===== config.mk =====
export PLATFORM = sky130hd
export DESIGN_NAME = latch_status
export DESIGN_NICKNAME = d
export VERILOG_FILES = /design/src/inc/latch_status_pkg.sv /design/src/verilog/rise_detect.sv /design/src/verilog/busy_timer.sv /design/src/verilog/latch_status.sv
export SDC_FILE = /design/constraint.sdc
export NUM_CORES = 1
export LEC_CHECK = 0
export ABC_CLOCK_PERIOD_IN_PS = 3250
export BUFFER_PORTS_ARGS = -buffer_cell sky130_fd_sc_hd__buf_2
export CORE_ASPECT_RATIO = 1.1
export CORE_MARGIN = 2
export CORE_UTILIZATION = 28
export DETAILED_ROUTE_END_ITERATION = 8
export PLACE_DENSITY = 0.46
export SYNTH_ARGS = -nofsm -noshare
export SYNTH_HDL_FRONTEND = slang
export SYNTH_SLANG_ARGS = --single-unit

===== constraint.sdc =====
create_clock -name clk -period 3.25 [get_ports clk]
set_clock_uncertainty 0.15 [all_clocks]
set_input_delay 0.4875 -clock clk [delete_from_list [all_inputs] [get_ports clk]]
set_output_delay 0.4875 -clock clk [all_outputs]
set_load 0.005 [all_outputs]

===== src/inc/latch_status_pkg.sv =====
package latch_status_pkg;
   // register byte offsets
   localparam logic [7:0] ADDR_COMMAND    = 8'h00;
   localparam logic [7:0] ADDR_SUBSTATUS  = 8'h04;
   localparam logic [7:0] ADDR_EXT_STATUS = 8'h08;
   localparam logic [7:0] ADDR_CLEAR      = 8'h0C;
   localparam logic [7:0] ADDR_SEQ_LEN    = 8'h10;
   localparam logic [7:0] ADDR_SELECT     = 8'h14;
   // command register fields
   localparam int SEL_LSB  = 0;
   localparam int CODE_LSB = 8;
   // subcommand codes
   localparam logic [3:0] CMD_MONITOR  = 4'h1;
   localparam logic [3:0] CMD_MODE_ON  = 4'h2;
   localparam logic [3:0] CMD_MODE_OFF = 4'h3;
   localparam logic [3:0] CMD_LATCH    = 4'h4;
   // latch source codes
   localparam logic [1:0] SRC_INDEX = 2'h0;
   localparam logic [1:0] SRC_EXTERNAL_LATCH_INPUT_ONE  = 2'h1;
   localparam logic [1:0] SRC_EXTERNAL_LATCH_INPUT_TWO  = 2'h2;
   localparam logic [1:0] SRC_EXTERNAL_LATCH_INPUT_THREE  = 2'h3;
   // substatus bit positions
   localparam int SUB_ALARM_BIT = 0;
   localparam int SUB_WARN_BIT  = 1;
   localparam int SUB_READY_BIT = 2;
   // extension status field positions
   localparam int EXT_CNT_LSB = 0;
   localparam int EXT_SEQ_LSB = 8;
   // reset values
   localparam logic [3:0] SEQ_LEN_RESET = 4'h1;
   // subcommand busy time
   localparam int CLK_PERIOD_NS = 10;
   localparam int BUSY_TIME_NS  = 50;
   localparam int BUSY_CYCLES   = (BUSY_TIME_NS + CLK_PERIOD_NS - 1) / CLK_PERIOD_NS;
endpackage


===== src/verilog/rise_detect.sv =====
`timescale 1ns/1ps
module rise_detect
(
   input  wire logic clk,
   input  wire logic rst,
   input  wire logic level,
   output logic      rise
);
   typedef struct packed
   {
      logic prev;
      logic rise;
   } edge_state_type;

   edge_state_type st_ff;
   edge_state_type nxt_st;

   always_comb
   begin
      nxt_st      = st_ff;
      nxt_st.prev = level;
      nxt_st.rise = level & ~st_ff.prev;
   end

   always_ff @(posedge clk or posedge rst)
   begin
      if (rst)
      begin
         st_ff <= '0;
      end
      else
      begin
         st_ff <= nxt_st;
      end
   end

   assign rise = st_ff.rise;

   a_rise_single: assert property (@(posedge clk) disable iff (rst) rise |=> !rise)
      else $error("rise lasted more than one cycle");
endmodule


===== src/verilog/busy_timer.sv =====
`timescale 1ns/1ps
module busy_timer
#(
   parameter int CYCLES = 5
)
(
   input  wire logic clk,
   input  wire logic rst,
   input  wire logic start,
   output logic      busy
);
   localparam int W = $clog2(CYCLES + 1);

   // refuse a busy time shorter than one cycle
   if (CYCLES < 1)
   begin : g_bad_cycles
      $error("busy_timer needs at least one cycle");
   end

   typedef struct packed
   {
      logic [W-1:0] count;
      logic         busy;
   } timer_state_type;

   timer_state_type st_ff;
   timer_state_type nxt_st;

   always_comb
   begin
      nxt_st = st_ff;
      if (start)
      begin
         nxt_st.count = W'(CYCLES);
      end
      else if (st_ff.count != '0)
      begin
         nxt_st.count = st_ff.count - 1'b1;
      end
      nxt_st.busy = (nxt_st.count != '0);
   end

   always_ff @(posedge clk or posedge rst)
   begin
      if (rst)
      begin
         st_ff <= '0;
      end
      else
      begin
         st_ff <= nxt_st;
      end
   end

   assign busy = st_ff.busy;

   a_busy_length: assert property (@(posedge clk) disable iff (rst)
      start |=> busy [*5] ##1 (!busy || $past(start)))
      else $error("busy time not held for its full length");
endmodule


===== src/verilog/latch_status.sv =====
`timescale 1ns/1ps
// Functional notes
// - The latch source field is eight bits, only its two low bits select, and the upper six must be zero.
// - Selector 0 picks the encoder index pulse, 1 external input one, 2 external input two, 3 external input three.
// - The substatus byte carries the subcommand alarm in bit 0 and warning in bit 1, bits 7 to 3 reserved.
// - Substatus bit 2 is 1 when a new subcommand can be taken and 0 while busy.
// - Extension status is filled only after an accepted subcommand: monitor, capture mode on, capture mode off or latch.
// - In continuous capture an eight-bit counter in the low byte counts completed latch sequences.
// - In single latching the completion counter stays zero.
// - In continuous capture bits 11 to 8 give the index of the sequence just completed, zero otherwise.
// - Each external latch source is a digital input read as on when high and off when low.
module latch_status
(
   input  wire logic        clk,
   input  wire logic        rst,
   input  wire logic [7:0]  avs_address,
   input  wire logic        avs_read,
   input  wire logic        avs_write,
   input  wire logic [31:0] avs_writedata,
   input  wire logic [3:0]  avs_byteenable,
   output logic      [31:0] avs_readdata,
   output logic             avs_waitrequest,
   input  wire logic        encoder_index_pulse,
   input  wire logic        external_latch_input_one,
   input  wire logic        external_latch_input_two,
   input  wire logic        external_latch_input_three,
   output logic             latch_capture_pulse,
   output logic      [7:0]  substatus_byte,
   output logic      [15:0] extension_status_word
);
   typedef struct packed
   {
      logic        waitrequest;
      logic [31:0] readdata;
      logic [7:0]  latch_source_select;
      logic        continuous_mode;
      logic        monitor_enable;
      logic        armed;
      logic        subcommand_alarm_flag;
      logic        subcommand_warning_flag;
      logic [7:0]  latch_sequence_done_counter;
      logic [3:0]  latch_sequence_index;
      logic [3:0]  sequence_length;
      logic        capture_pulse;
      logic [7:0]  substatus;
      logic [15:0] ext_status;
   } main_state_type;

   main_state_type st_ff;
   main_state_type nxt_st;

   logic [3:0] source_level;
   logic [3:0] source_rise;
   logic       busy;
   logic       take_write;
   logic       take_read;
   logic       cmd_write;
   logic       cmd_accept;
   logic [3:0] cmd_code;
   logic [7:0] cmd_select;
   logic       cmd_valid_code;
   logic       cmd_select_ok;
   logic       trigger_hit;

   // latch sources, each high means on
   assign source_level = {external_latch_input_three, external_latch_input_two,
                          external_latch_input_one, encoder_index_pulse};

   genvar gi;
   generate
      for (gi = 0; gi < 4; gi++)
      begin : g_src
         rise_detect u_rise
         (
            .clk   (clk),
            .rst   (rst),
            .level (source_level[gi]),
            .rise  (source_rise[gi])
         );
      end
   endgenerate

   busy_timer #(.CYCLES(latch_status_pkg::BUSY_CYCLES)) u_busy
   (
      .clk   (clk),
      .rst   (rst),
      .start (cmd_accept),
      .busy  (busy)
   );

   // bus handshake: one wait cycle, then the access completes
   assign take_write = avs_write & ~st_ff.waitrequest;
   assign take_read  = avs_read & st_ff.waitrequest;
   assign cmd_write  = take_write & (avs_address == latch_status_pkg::ADDR_COMMAND) & avs_byteenable[1];
   assign cmd_code   = avs_writedata[latch_status_pkg::CODE_LSB +: 4];
   assign cmd_select = avs_byteenable[0] ? avs_writedata[latch_status_pkg::SEL_LSB +: 8]
                                         : st_ff.latch_source_select;
   assign cmd_valid_code = (cmd_code == latch_status_pkg::CMD_MONITOR) |
                           (cmd_code == latch_status_pkg::CMD_MODE_ON) |
                           (cmd_code == latch_status_pkg::CMD_MODE_OFF) |
                           (cmd_code == latch_status_pkg::CMD_LATCH);
   assign cmd_select_ok = (cmd_select[7:2] == 6'h00);
   assign cmd_accept = cmd_write & ~busy & cmd_valid_code & cmd_select_ok;

   // selector decode onto the armed trigger
   assign trigger_hit = st_ff.armed & source_rise[st_ff.latch_source_select[1:0]];

   always_comb
   begin
      nxt_st = st_ff;
      nxt_st.capture_pulse = 1'b0;
      nxt_st.waitrequest = ~((avs_read | avs_write) & st_ff.waitrequest);

      // register reads
      if (take_read)
      begin
         case (avs_address)
            latch_status_pkg::ADDR_SUBSTATUS:  nxt_st.readdata = {24'h000000, st_ff.substatus};
            latch_status_pkg::ADDR_EXT_STATUS: nxt_st.readdata = {16'h0000, st_ff.ext_status};
            latch_status_pkg::ADDR_SEQ_LEN:    nxt_st.readdata = {28'h0000000, st_ff.sequence_length};
            latch_status_pkg::ADDR_SELECT:     nxt_st.readdata = {24'h000000, st_ff.latch_source_select};
            default:                           nxt_st.readdata = 32'h00000000;
         endcase
      end

      // flag clears first, so that a set in the same cycle wins
      if (take_write & (avs_address == latch_status_pkg::ADDR_CLEAR) & avs_byteenable[0])
      begin
         if (avs_writedata[latch_status_pkg::SUB_ALARM_BIT])
         begin
            nxt_st.subcommand_alarm_flag = 1'b0;
         end
         if (avs_writedata[latch_status_pkg::SUB_WARN_BIT])
         begin
            nxt_st.subcommand_warning_flag = 1'b0;
         end
      end

      if (take_write & (avs_address == latch_status_pkg::ADDR_SEQ_LEN) & avs_byteenable[0])
      begin
         nxt_st.sequence_length = (avs_writedata[3:0] == 4'h0) ? 4'h1 : avs_writedata[3:0];
      end

      // captures
      if (trigger_hit)
      begin
         nxt_st.capture_pulse = 1'b1;
         if (st_ff.continuous_mode)
         begin
            nxt_st.latch_sequence_done_counter = st_ff.latch_sequence_done_counter + 8'h01;
            nxt_st.latch_sequence_index = (st_ff.latch_sequence_index >= st_ff.sequence_length)
                                          ? 4'h1 : st_ff.latch_sequence_index + 4'h1;
         end
         else
         begin
            nxt_st.armed = 1'b0;
         end
      end

      // subcommands
      if (cmd_write & busy)
      begin
         nxt_st.subcommand_warning_flag = 1'b1;
      end
      else if (cmd_write & ~(cmd_valid_code & cmd_select_ok))
      begin
         nxt_st.subcommand_alarm_flag = 1'b1;
      end
      if (cmd_accept)
      begin
         nxt_st.monitor_enable = 1'b1;
         case (cmd_code)
            latch_status_pkg::CMD_MODE_ON:
            begin
               nxt_st.latch_source_select = cmd_select;
               nxt_st.continuous_mode = 1'b1;
               nxt_st.armed = 1'b1;
               nxt_st.latch_sequence_done_counter = 8'h00;
               nxt_st.latch_sequence_index = 4'h0;
            end
            latch_status_pkg::CMD_MODE_OFF:
            begin
               nxt_st.continuous_mode = 1'b0;
               nxt_st.armed = 1'b0;
            end
            latch_status_pkg::CMD_LATCH:
            begin
               nxt_st.latch_source_select = cmd_select;
               nxt_st.continuous_mode = 1'b0;
               nxt_st.armed = 1'b1;
            end
            default:
            begin
               nxt_st.monitor_enable = 1'b1;
            end
         endcase
      end

      // single latching keeps the sequence fields at zero
      if (!nxt_st.continuous_mode)
      begin
         nxt_st.latch_sequence_done_counter = 8'h00;
         nxt_st.latch_sequence_index = 4'h0;
      end

      // status images, reserved bits zero
      nxt_st.substatus = 8'h00;
      nxt_st.substatus[latch_status_pkg::SUB_ALARM_BIT] = nxt_st.subcommand_alarm_flag;
      nxt_st.substatus[latch_status_pkg::SUB_WARN_BIT] = nxt_st.subcommand_warning_flag;
      nxt_st.substatus[latch_status_pkg::SUB_READY_BIT] = ~busy & ~cmd_accept;
      nxt_st.ext_status = 16'h0000;
      if (nxt_st.monitor_enable)
      begin
         nxt_st.ext_status[latch_status_pkg::EXT_CNT_LSB +: 8] = nxt_st.latch_sequence_done_counter;
         nxt_st.ext_status[latch_status_pkg::EXT_SEQ_LSB +: 4] = nxt_st.latch_sequence_index;
      end
   end

   always_ff @(posedge clk or posedge rst)
   begin
      if (rst)
      begin
         st_ff <= '0;
         st_ff.waitrequest <= 1'b1;
         st_ff.sequence_length <= latch_status_pkg::SEQ_LEN_RESET;
         st_ff.substatus[latch_status_pkg::SUB_READY_BIT] <= 1'b1;
      end
      else
      begin
         st_ff <= nxt_st;
      end
   end

   assign avs_readdata          = st_ff.readdata;
   assign avs_waitrequest       = st_ff.waitrequest;
   assign latch_capture_pulse   = st_ff.capture_pulse;
   assign substatus_byte        = st_ff.substatus;
   assign extension_status_word = st_ff.ext_status;

   a_select_upper_zero: assert property (@(posedge clk) disable iff (rst)
      st_ff.latch_source_select[7:2] == 6'h00)
      else $error("latch source field holds nonzero upper bits");

   a_source_decode: assert property (@(posedge clk) disable iff (rst)
      (st_ff.armed && source_rise[st_ff.latch_source_select[1:0]]) |=> latch_capture_pulse)
      else $error("selected source edge gave no capture");

   a_source_wrong: assert property (@(posedge clk) disable iff (rst)
      latch_capture_pulse |-> $past(source_rise[st_ff.latch_source_select[1:0]]))
      else $error("capture without an edge on the selected input");

   a_bad_cmd_alarm: assert property (@(posedge clk) disable iff (rst)
      (cmd_write && !busy && !cmd_select_ok) |=> substatus_byte[0])
      else $error("bad subcommand raised no alarm");

   a_ready_tracks_busy: assert property (@(posedge clk) disable iff (rst)
      cmd_accept |=> !substatus_byte[2] [*6] ##1 substatus_byte[2])
      else $error("ready bit does not follow the busy time");

   a_ext_gated: assert property (@(posedge clk) disable iff (rst)
      !st_ff.monitor_enable |-> extension_status_word == 16'h0000)
      else $error("extension status filled before monitoring enabled");

   a_count_step: assert property (@(posedge clk) disable iff (rst)
      (trigger_hit && st_ff.continuous_mode && !cmd_accept)
      |=> st_ff.latch_sequence_done_counter == $past(st_ff.latch_sequence_done_counter) + 8'h01)
      else $error("completion counter did not step");

   a_single_zero: assert property (@(posedge clk) disable iff (rst)
      !st_ff.continuous_mode |-> st_ff.latch_sequence_done_counter == 8'h00)
      else $error("counter nonzero in single latching");

   a_seq_zero: assert property (@(posedge clk) disable iff (rst)
      !st_ff.continuous_mode |-> st_ff.latch_sequence_index == 4'h0)
      else $error("sequence index nonzero in single latching");

   a_reserved_zero: assert property (@(posedge clk) disable iff (rst)
      substatus_byte[7:3] == 5'h00 && extension_status_word[15:12] == 4'h0)
      else $error("reserved status bits not zero");

   c_continuous_wrap: cover property (@(posedge clk) disable iff (rst)
      trigger_hit && st_ff.continuous_mode && st_ff.latch_sequence_index == st_ff.sequence_length);
   c_single_capture: cover property (@(posedge clk) disable iff (rst)
      trigger_hit && !st_ff.continuous_mode);
   c_busy_warning: cover property (@(posedge clk) disable iff (rst) cmd_write && busy);
endmodule


### Word-level counts from Yosys, hierarchy flattened

Index checks and enable logic that the tools add are counted.

| word-level totals | value |
|---|---|
| RAM bits | 0 |
| bits in latches | 0 |
| ROM bits | 0 |
| register bits after elaboration | 90 |
| memories kept | 0 |
| word-level logic and storage cells | 108 |

| cells by class | value |
|---|---|
| bitwise gates (word level) | 34 |
| order comparisons | 2 |
| mux-type cells | 26 |
| add/subtract/negate cells | 3 |
| multipliers | 0 |
| reduce and logical (&&, ||, !) cells | 9 |
| equal/unequal tests | 9 |
| divide/modulo/power cells | 0 |
| shifts and indexed selects | 0 |

Operators with widths:

| kind | count |
|---|---|
| $mux 12 | 6 |
| $pmux 12 s4 | 1 |
| $and 1x1->1 | 21 |
| $eq 8x4->1 const B | 2 |
| $eq 8x5->1 const B | 2 |
| $mux 1 | 9 |
| $mux 3 | 3 |
| $not 1->1 | 9 |
| $add 8x1->8 const B | 1 |
| $eq 4x2->1 const B | 2 |
| $eq 8x3->1 const B | 1 |
| $logic_not 8->1 | 1 |
| $mux 4 | 2 |
| $mux 8 | 1 |
| $logic_not 6->1 | 1 |
| $reduce_bool 3->1 | 2 |
| $add 4x1->4 const B | 1 |
| $eq 4x1->1 const B | 1 |
| $eq 4x3->1 const B | 1 |
| $ge 4x4->1 | 1 |
| $logic_not 4->1 | 1 |
| $or 1x1->1 | 4 |
| $pmux 1 s2 | 2 |
| $reduce_or 2->1 | 2 |
| 6 further kinds | 6 |

### Logic depth before layout (Yosys ltp)

| depth | value |
|---|---|
| depth after elaboration | 10 |
| depth in mapped cells | 7 |
| depth with buffers taken out | 7 |

### Cells and area by module

From an unflattened synthesis, not the netlist that was laid out.

| unflattened totals | value |
|---|---|
| cells, all modules | 358 |
| area, all modules | 3,601.0 µm² |

By module, submodules not included:

| module | area each (µm²) | times used | cells each |
|---|---|---|---|
| latch_status | 3,113.0 | 1 | 322 |
| rise_detect | 67.6 | 4 | 4 |
| busy_timer | 217.7 | 1 | 20 |

### Least setup slack after synthesis

OpenSTA, ideal clock, no wires.

| timing | value |
|---|---|
| path kind | input -> register |
| start | in avs_writedata[9] |
| end | reg st_ff, in the netlist extension_status_word[10] |
| setup slack | 0.875 ns |
| arrival | 2.093 ns |
| data required time | 2.968 ns |
| stages on the path | 6 |
| cells stage by stage | or3b_1 -> a221o_1 -> or4b_4 -> o211ai_2 -> buf_6 -> nor2_1 |

RTL lines:

| what | line | RTL |
|---|---|---|
| start, declared | latch_status.sv:19 | `input wire logic [31:0] avs_writedata,` |
| end signal, assigned | latch_status.sv:230 | `st_ff <= nxt_st;` |
| end, declared | latch_status.sv:49 | `main_state_type st_ff;` |

==> results.txt <==
Post-synthesis cell count: 340
Mapped Area: 3490 um2
Final setup fails: 0
Sink Count: 68
Clock-pin slew on the worst setup and hold paths: 60 ps
TritonRoute pass-1 iters: 4
Dpl hpwl: 5.61 mm
Seq/Total Area, Yosys: 48.8%
Longest Clk Path Bufs: 2
Routed vias: 2417
Die area: 13400 um2
Die Y: 121 um
FF-to-FF setup slack: 770 ps
Fmax: 0.403 GHz
I/O Buffers: 58
Initial antenna violation count: 0
Clock Root Buffer: clkbuf_16
First-pass GRT wire length: 12.3 mm
Cts bufs inserted: 9
Pwr per Cell Area: 524 nW/um2
Core footprint: 12100 um2
Post-CTS sizing: 0
Layout cell share with drive strength beyond 1: 26.3%
CP Class: register to register
Final total power: 2090 uW
Antenna-violating nets left: 0
Yosys warnings: 0
Width of the die: 110 um
Slew Limit Fails: 0
Setup tns final: 0 ps
CTS tree: built
Register bit total from synthesis: 68
Worst endpoint required time: 3280 ps
VDD IR max: 251 uV
Final count of hold timing violations: 0
Post-synth EDFFs: 0
Min-delay src: external_latch_input_two
Vias per inst: 4.46
Final Cycle Share: 76.3%
Initial Util: 28.9%
Antenna diodes: 0
DRT iter0 DRCs: 117
Rel. slew slack: 57.1%
Type of origin of the critical path: register
Row cnt: 42
Worst r2r src: st_ff[48]
FILL cells: 1236
Vias in the first global route: 2441
WP data arrival: 2510 ps
RD Place Congestion: 0.727
Ys async rst share: 100%
Post-synthesis to final-layout area growth: 14.4%
Syn Area/Cell: 10.3 um2
Clk_lat worst skew: 330 ps
RSZ-0062 raised after global routing: no
H-tree levels: 3
Worst-Margin Slew: 641 ps
Distinct cell type count after synthesis: 54
Crit path from: st_ff[48]
Overall Global Routing Usage: 11.7%
Hold crit path type: input port to register
Max_cap viols: 0
Static leakage: 0.00191 uW
Largest net degree at the start of global routing: 33
Min Tclk post-route: 2480 ps
Routed len/inst: 13.7 um
Crit-path max FO: 12
Crit end category: register
Ys flop type: dfrtp_1
Remaining DRCs: 0
Boundary pin count: 110
NumNets Final: 444
Total Wirelength: 7.41 mm
Total grt overflow: 0
Status: finished, final reports clean
[power by group]
part	total (uW)	internal [uW]	switching [uW]
clock network	993	633	360
registers	905	884	20.8
logic	194	77.0	117
[flip-flops by register name (all words and copies together), names as in the netlist, 3 cells and up]
name	flops
avs_readdata	12
extension_status_word	12
g_src.u_rise.rise	4
g_src.u_rise.st_ff	4
st_ff	27
substatus_byte	3
u_busy.st_ff	3
[cell type report]
type	count	area, um2	share of cell area (%)
clock buffers	12	256	6.42
clock inverters	4	47.5	1.19
inverters	12	45.0	1.13
multi-input cells	226	1400	34.9
flip-flops and latches	68	1710	42.7
well taps	154	193	4.82
repair buffers	66	353	8.83
[kinds of logic (layout without fill, tap and decap cells)]
| family | after synthesis | in the layout | synth area share (%) |
|---|---|---|---|
| AND/OR/NAND/NOR | 125 | 125 | 18.8 |
| buffers and inverters | 74 | 94 | 14.4 |
| flip-flops | 68 | 68 | 48.8 |
| AO/OA/AOI/OAI | 46 | 46 | 9.53 |
| adder cells (fa/ha/maj) | 9 | 9 | 3.22 |
| XOR/XNOR | 9 | 9 | 2.26 |
| multiplexers | 8 | 8 | 2.87 |
| other | 1 | 29 | 0.107 |
[layer usage]
| layer | track usage, % | routed length (um) |
|---|---|---|
| met4 | 5.00 | 139 |
| met1 | 15.0 | 3470 |
| met5 | 0 | 0 |
| met2 | 19.2 | 3530 |
| met3 | 2.60 | 265 |
[cell usage after synthesis, types with 3 or more instances]
| cell type | count | area (um2) |
|---|---|---|
| a21oi_1 | 3 | 15.0 |
| a22o_1 | 4 | 35.0 |
| a22oi_1 | 12 | 90.1 |
| a31oi_1 | 3 | 18.8 |
| buf_4 | 56 | 420 |
| clkbuf_1 | 4 | 15.0 |
| dfrtp_1 | 65 | 1630 |
| dfstp_2 | 3 | 78.8 |
| ha_1 | 9 | 113 |
| inv_1 | 12 | 45.0 |
| mux2_2 | 4 | 45.0 |
| nand2_1 | 29 | 109 |
| nand2b_1 | 4 | 25.0 |
| nand4_1 | 5 | 31.3 |
| nor2_1 | 37 | 139 |
| nor2b_1 | 11 | 68.8 |
| nor3_1 | 9 | 45.0 |
| nor4_1 | 5 | 31.3 |
| o21ai_0 | 11 | 55.1 |
| or3_1 | 4 | 25.0 |
| xnor2_1 | 4 | 35.0 |
| xor2_1 | 5 | 43.8 |
[through the flow]
step           instances  util (%)  hold WS (ps)  cell area [um2]  setup WS [ps]
2_1_floorplan        368         -           228             3600            875
3_3_place_gp         525      30.5           234             3680            518
3_5_place_dp         525      30.5           233             3680            514
4_1_cts              542      33.1           117             4000            761
5_1_grt              542      33.1           122             4000            639
6_report             542      33.1           128             4000            769
[path summary, 6_finish.rpt]
kind | cells past startpoint | endpoint
min reg2reg | 1 | g_src[3].u_rise.rise
max reg2reg | 5 | extension_status_word[4]
max | 5 | extension_status_word[4]
min | 1 | g_src[2].u_rise.st_ff[1]
min in group asynchronous | 3 | g_src[2].u_rise.st_ff[1]
max in group asynchronous | 4 | st_ff[25]
[placed cells by master (no fill, tap or decap), types with 2 or more instances in the layout]
master     count
a21oi_1        3
a221oi_1       2
a22o_1         4
a22oi_1       12
a31oi_1        3
and3_1         2
buf_2         58
buf_4          7
clkbuf_16      9
clkbuf_8       2
clkinv_2       2
conb_1        29
dfrtp_1       65
dfstp_2        3
ha_1           9
inv_1         11
mux2_1         2
mux2_2         4
nand2_1       29
nand2b_1       4
nand3_1        2
nand4_1        5
nand4b_1       2
nor2_1        37
nor2b_1       11
nor3_1         9
nor4_1         4
nor4_2         2
o21ai_0       11
or2_2          2
or3_1          4
or3b_1         2
or3b_2         2
xnor2_1        4
xor2_1         5
[repair_timing]
| item | 4_1_cts | 5_1_grt |
|---|---|---|
| buffers inserted | 0 | 0 |
| hold buffers | 1 | 0 |
| hold endpoints to repair | 9 | 0 |
[critical path, cell delays in order, from the launching register on]
cell and delay (ps):
dfrtp_1 400, or3_1 410, a221o_1 450, or4b_4 570
o211ai_2 260, nor2_1 100
(Power assumes the default switching activity.)
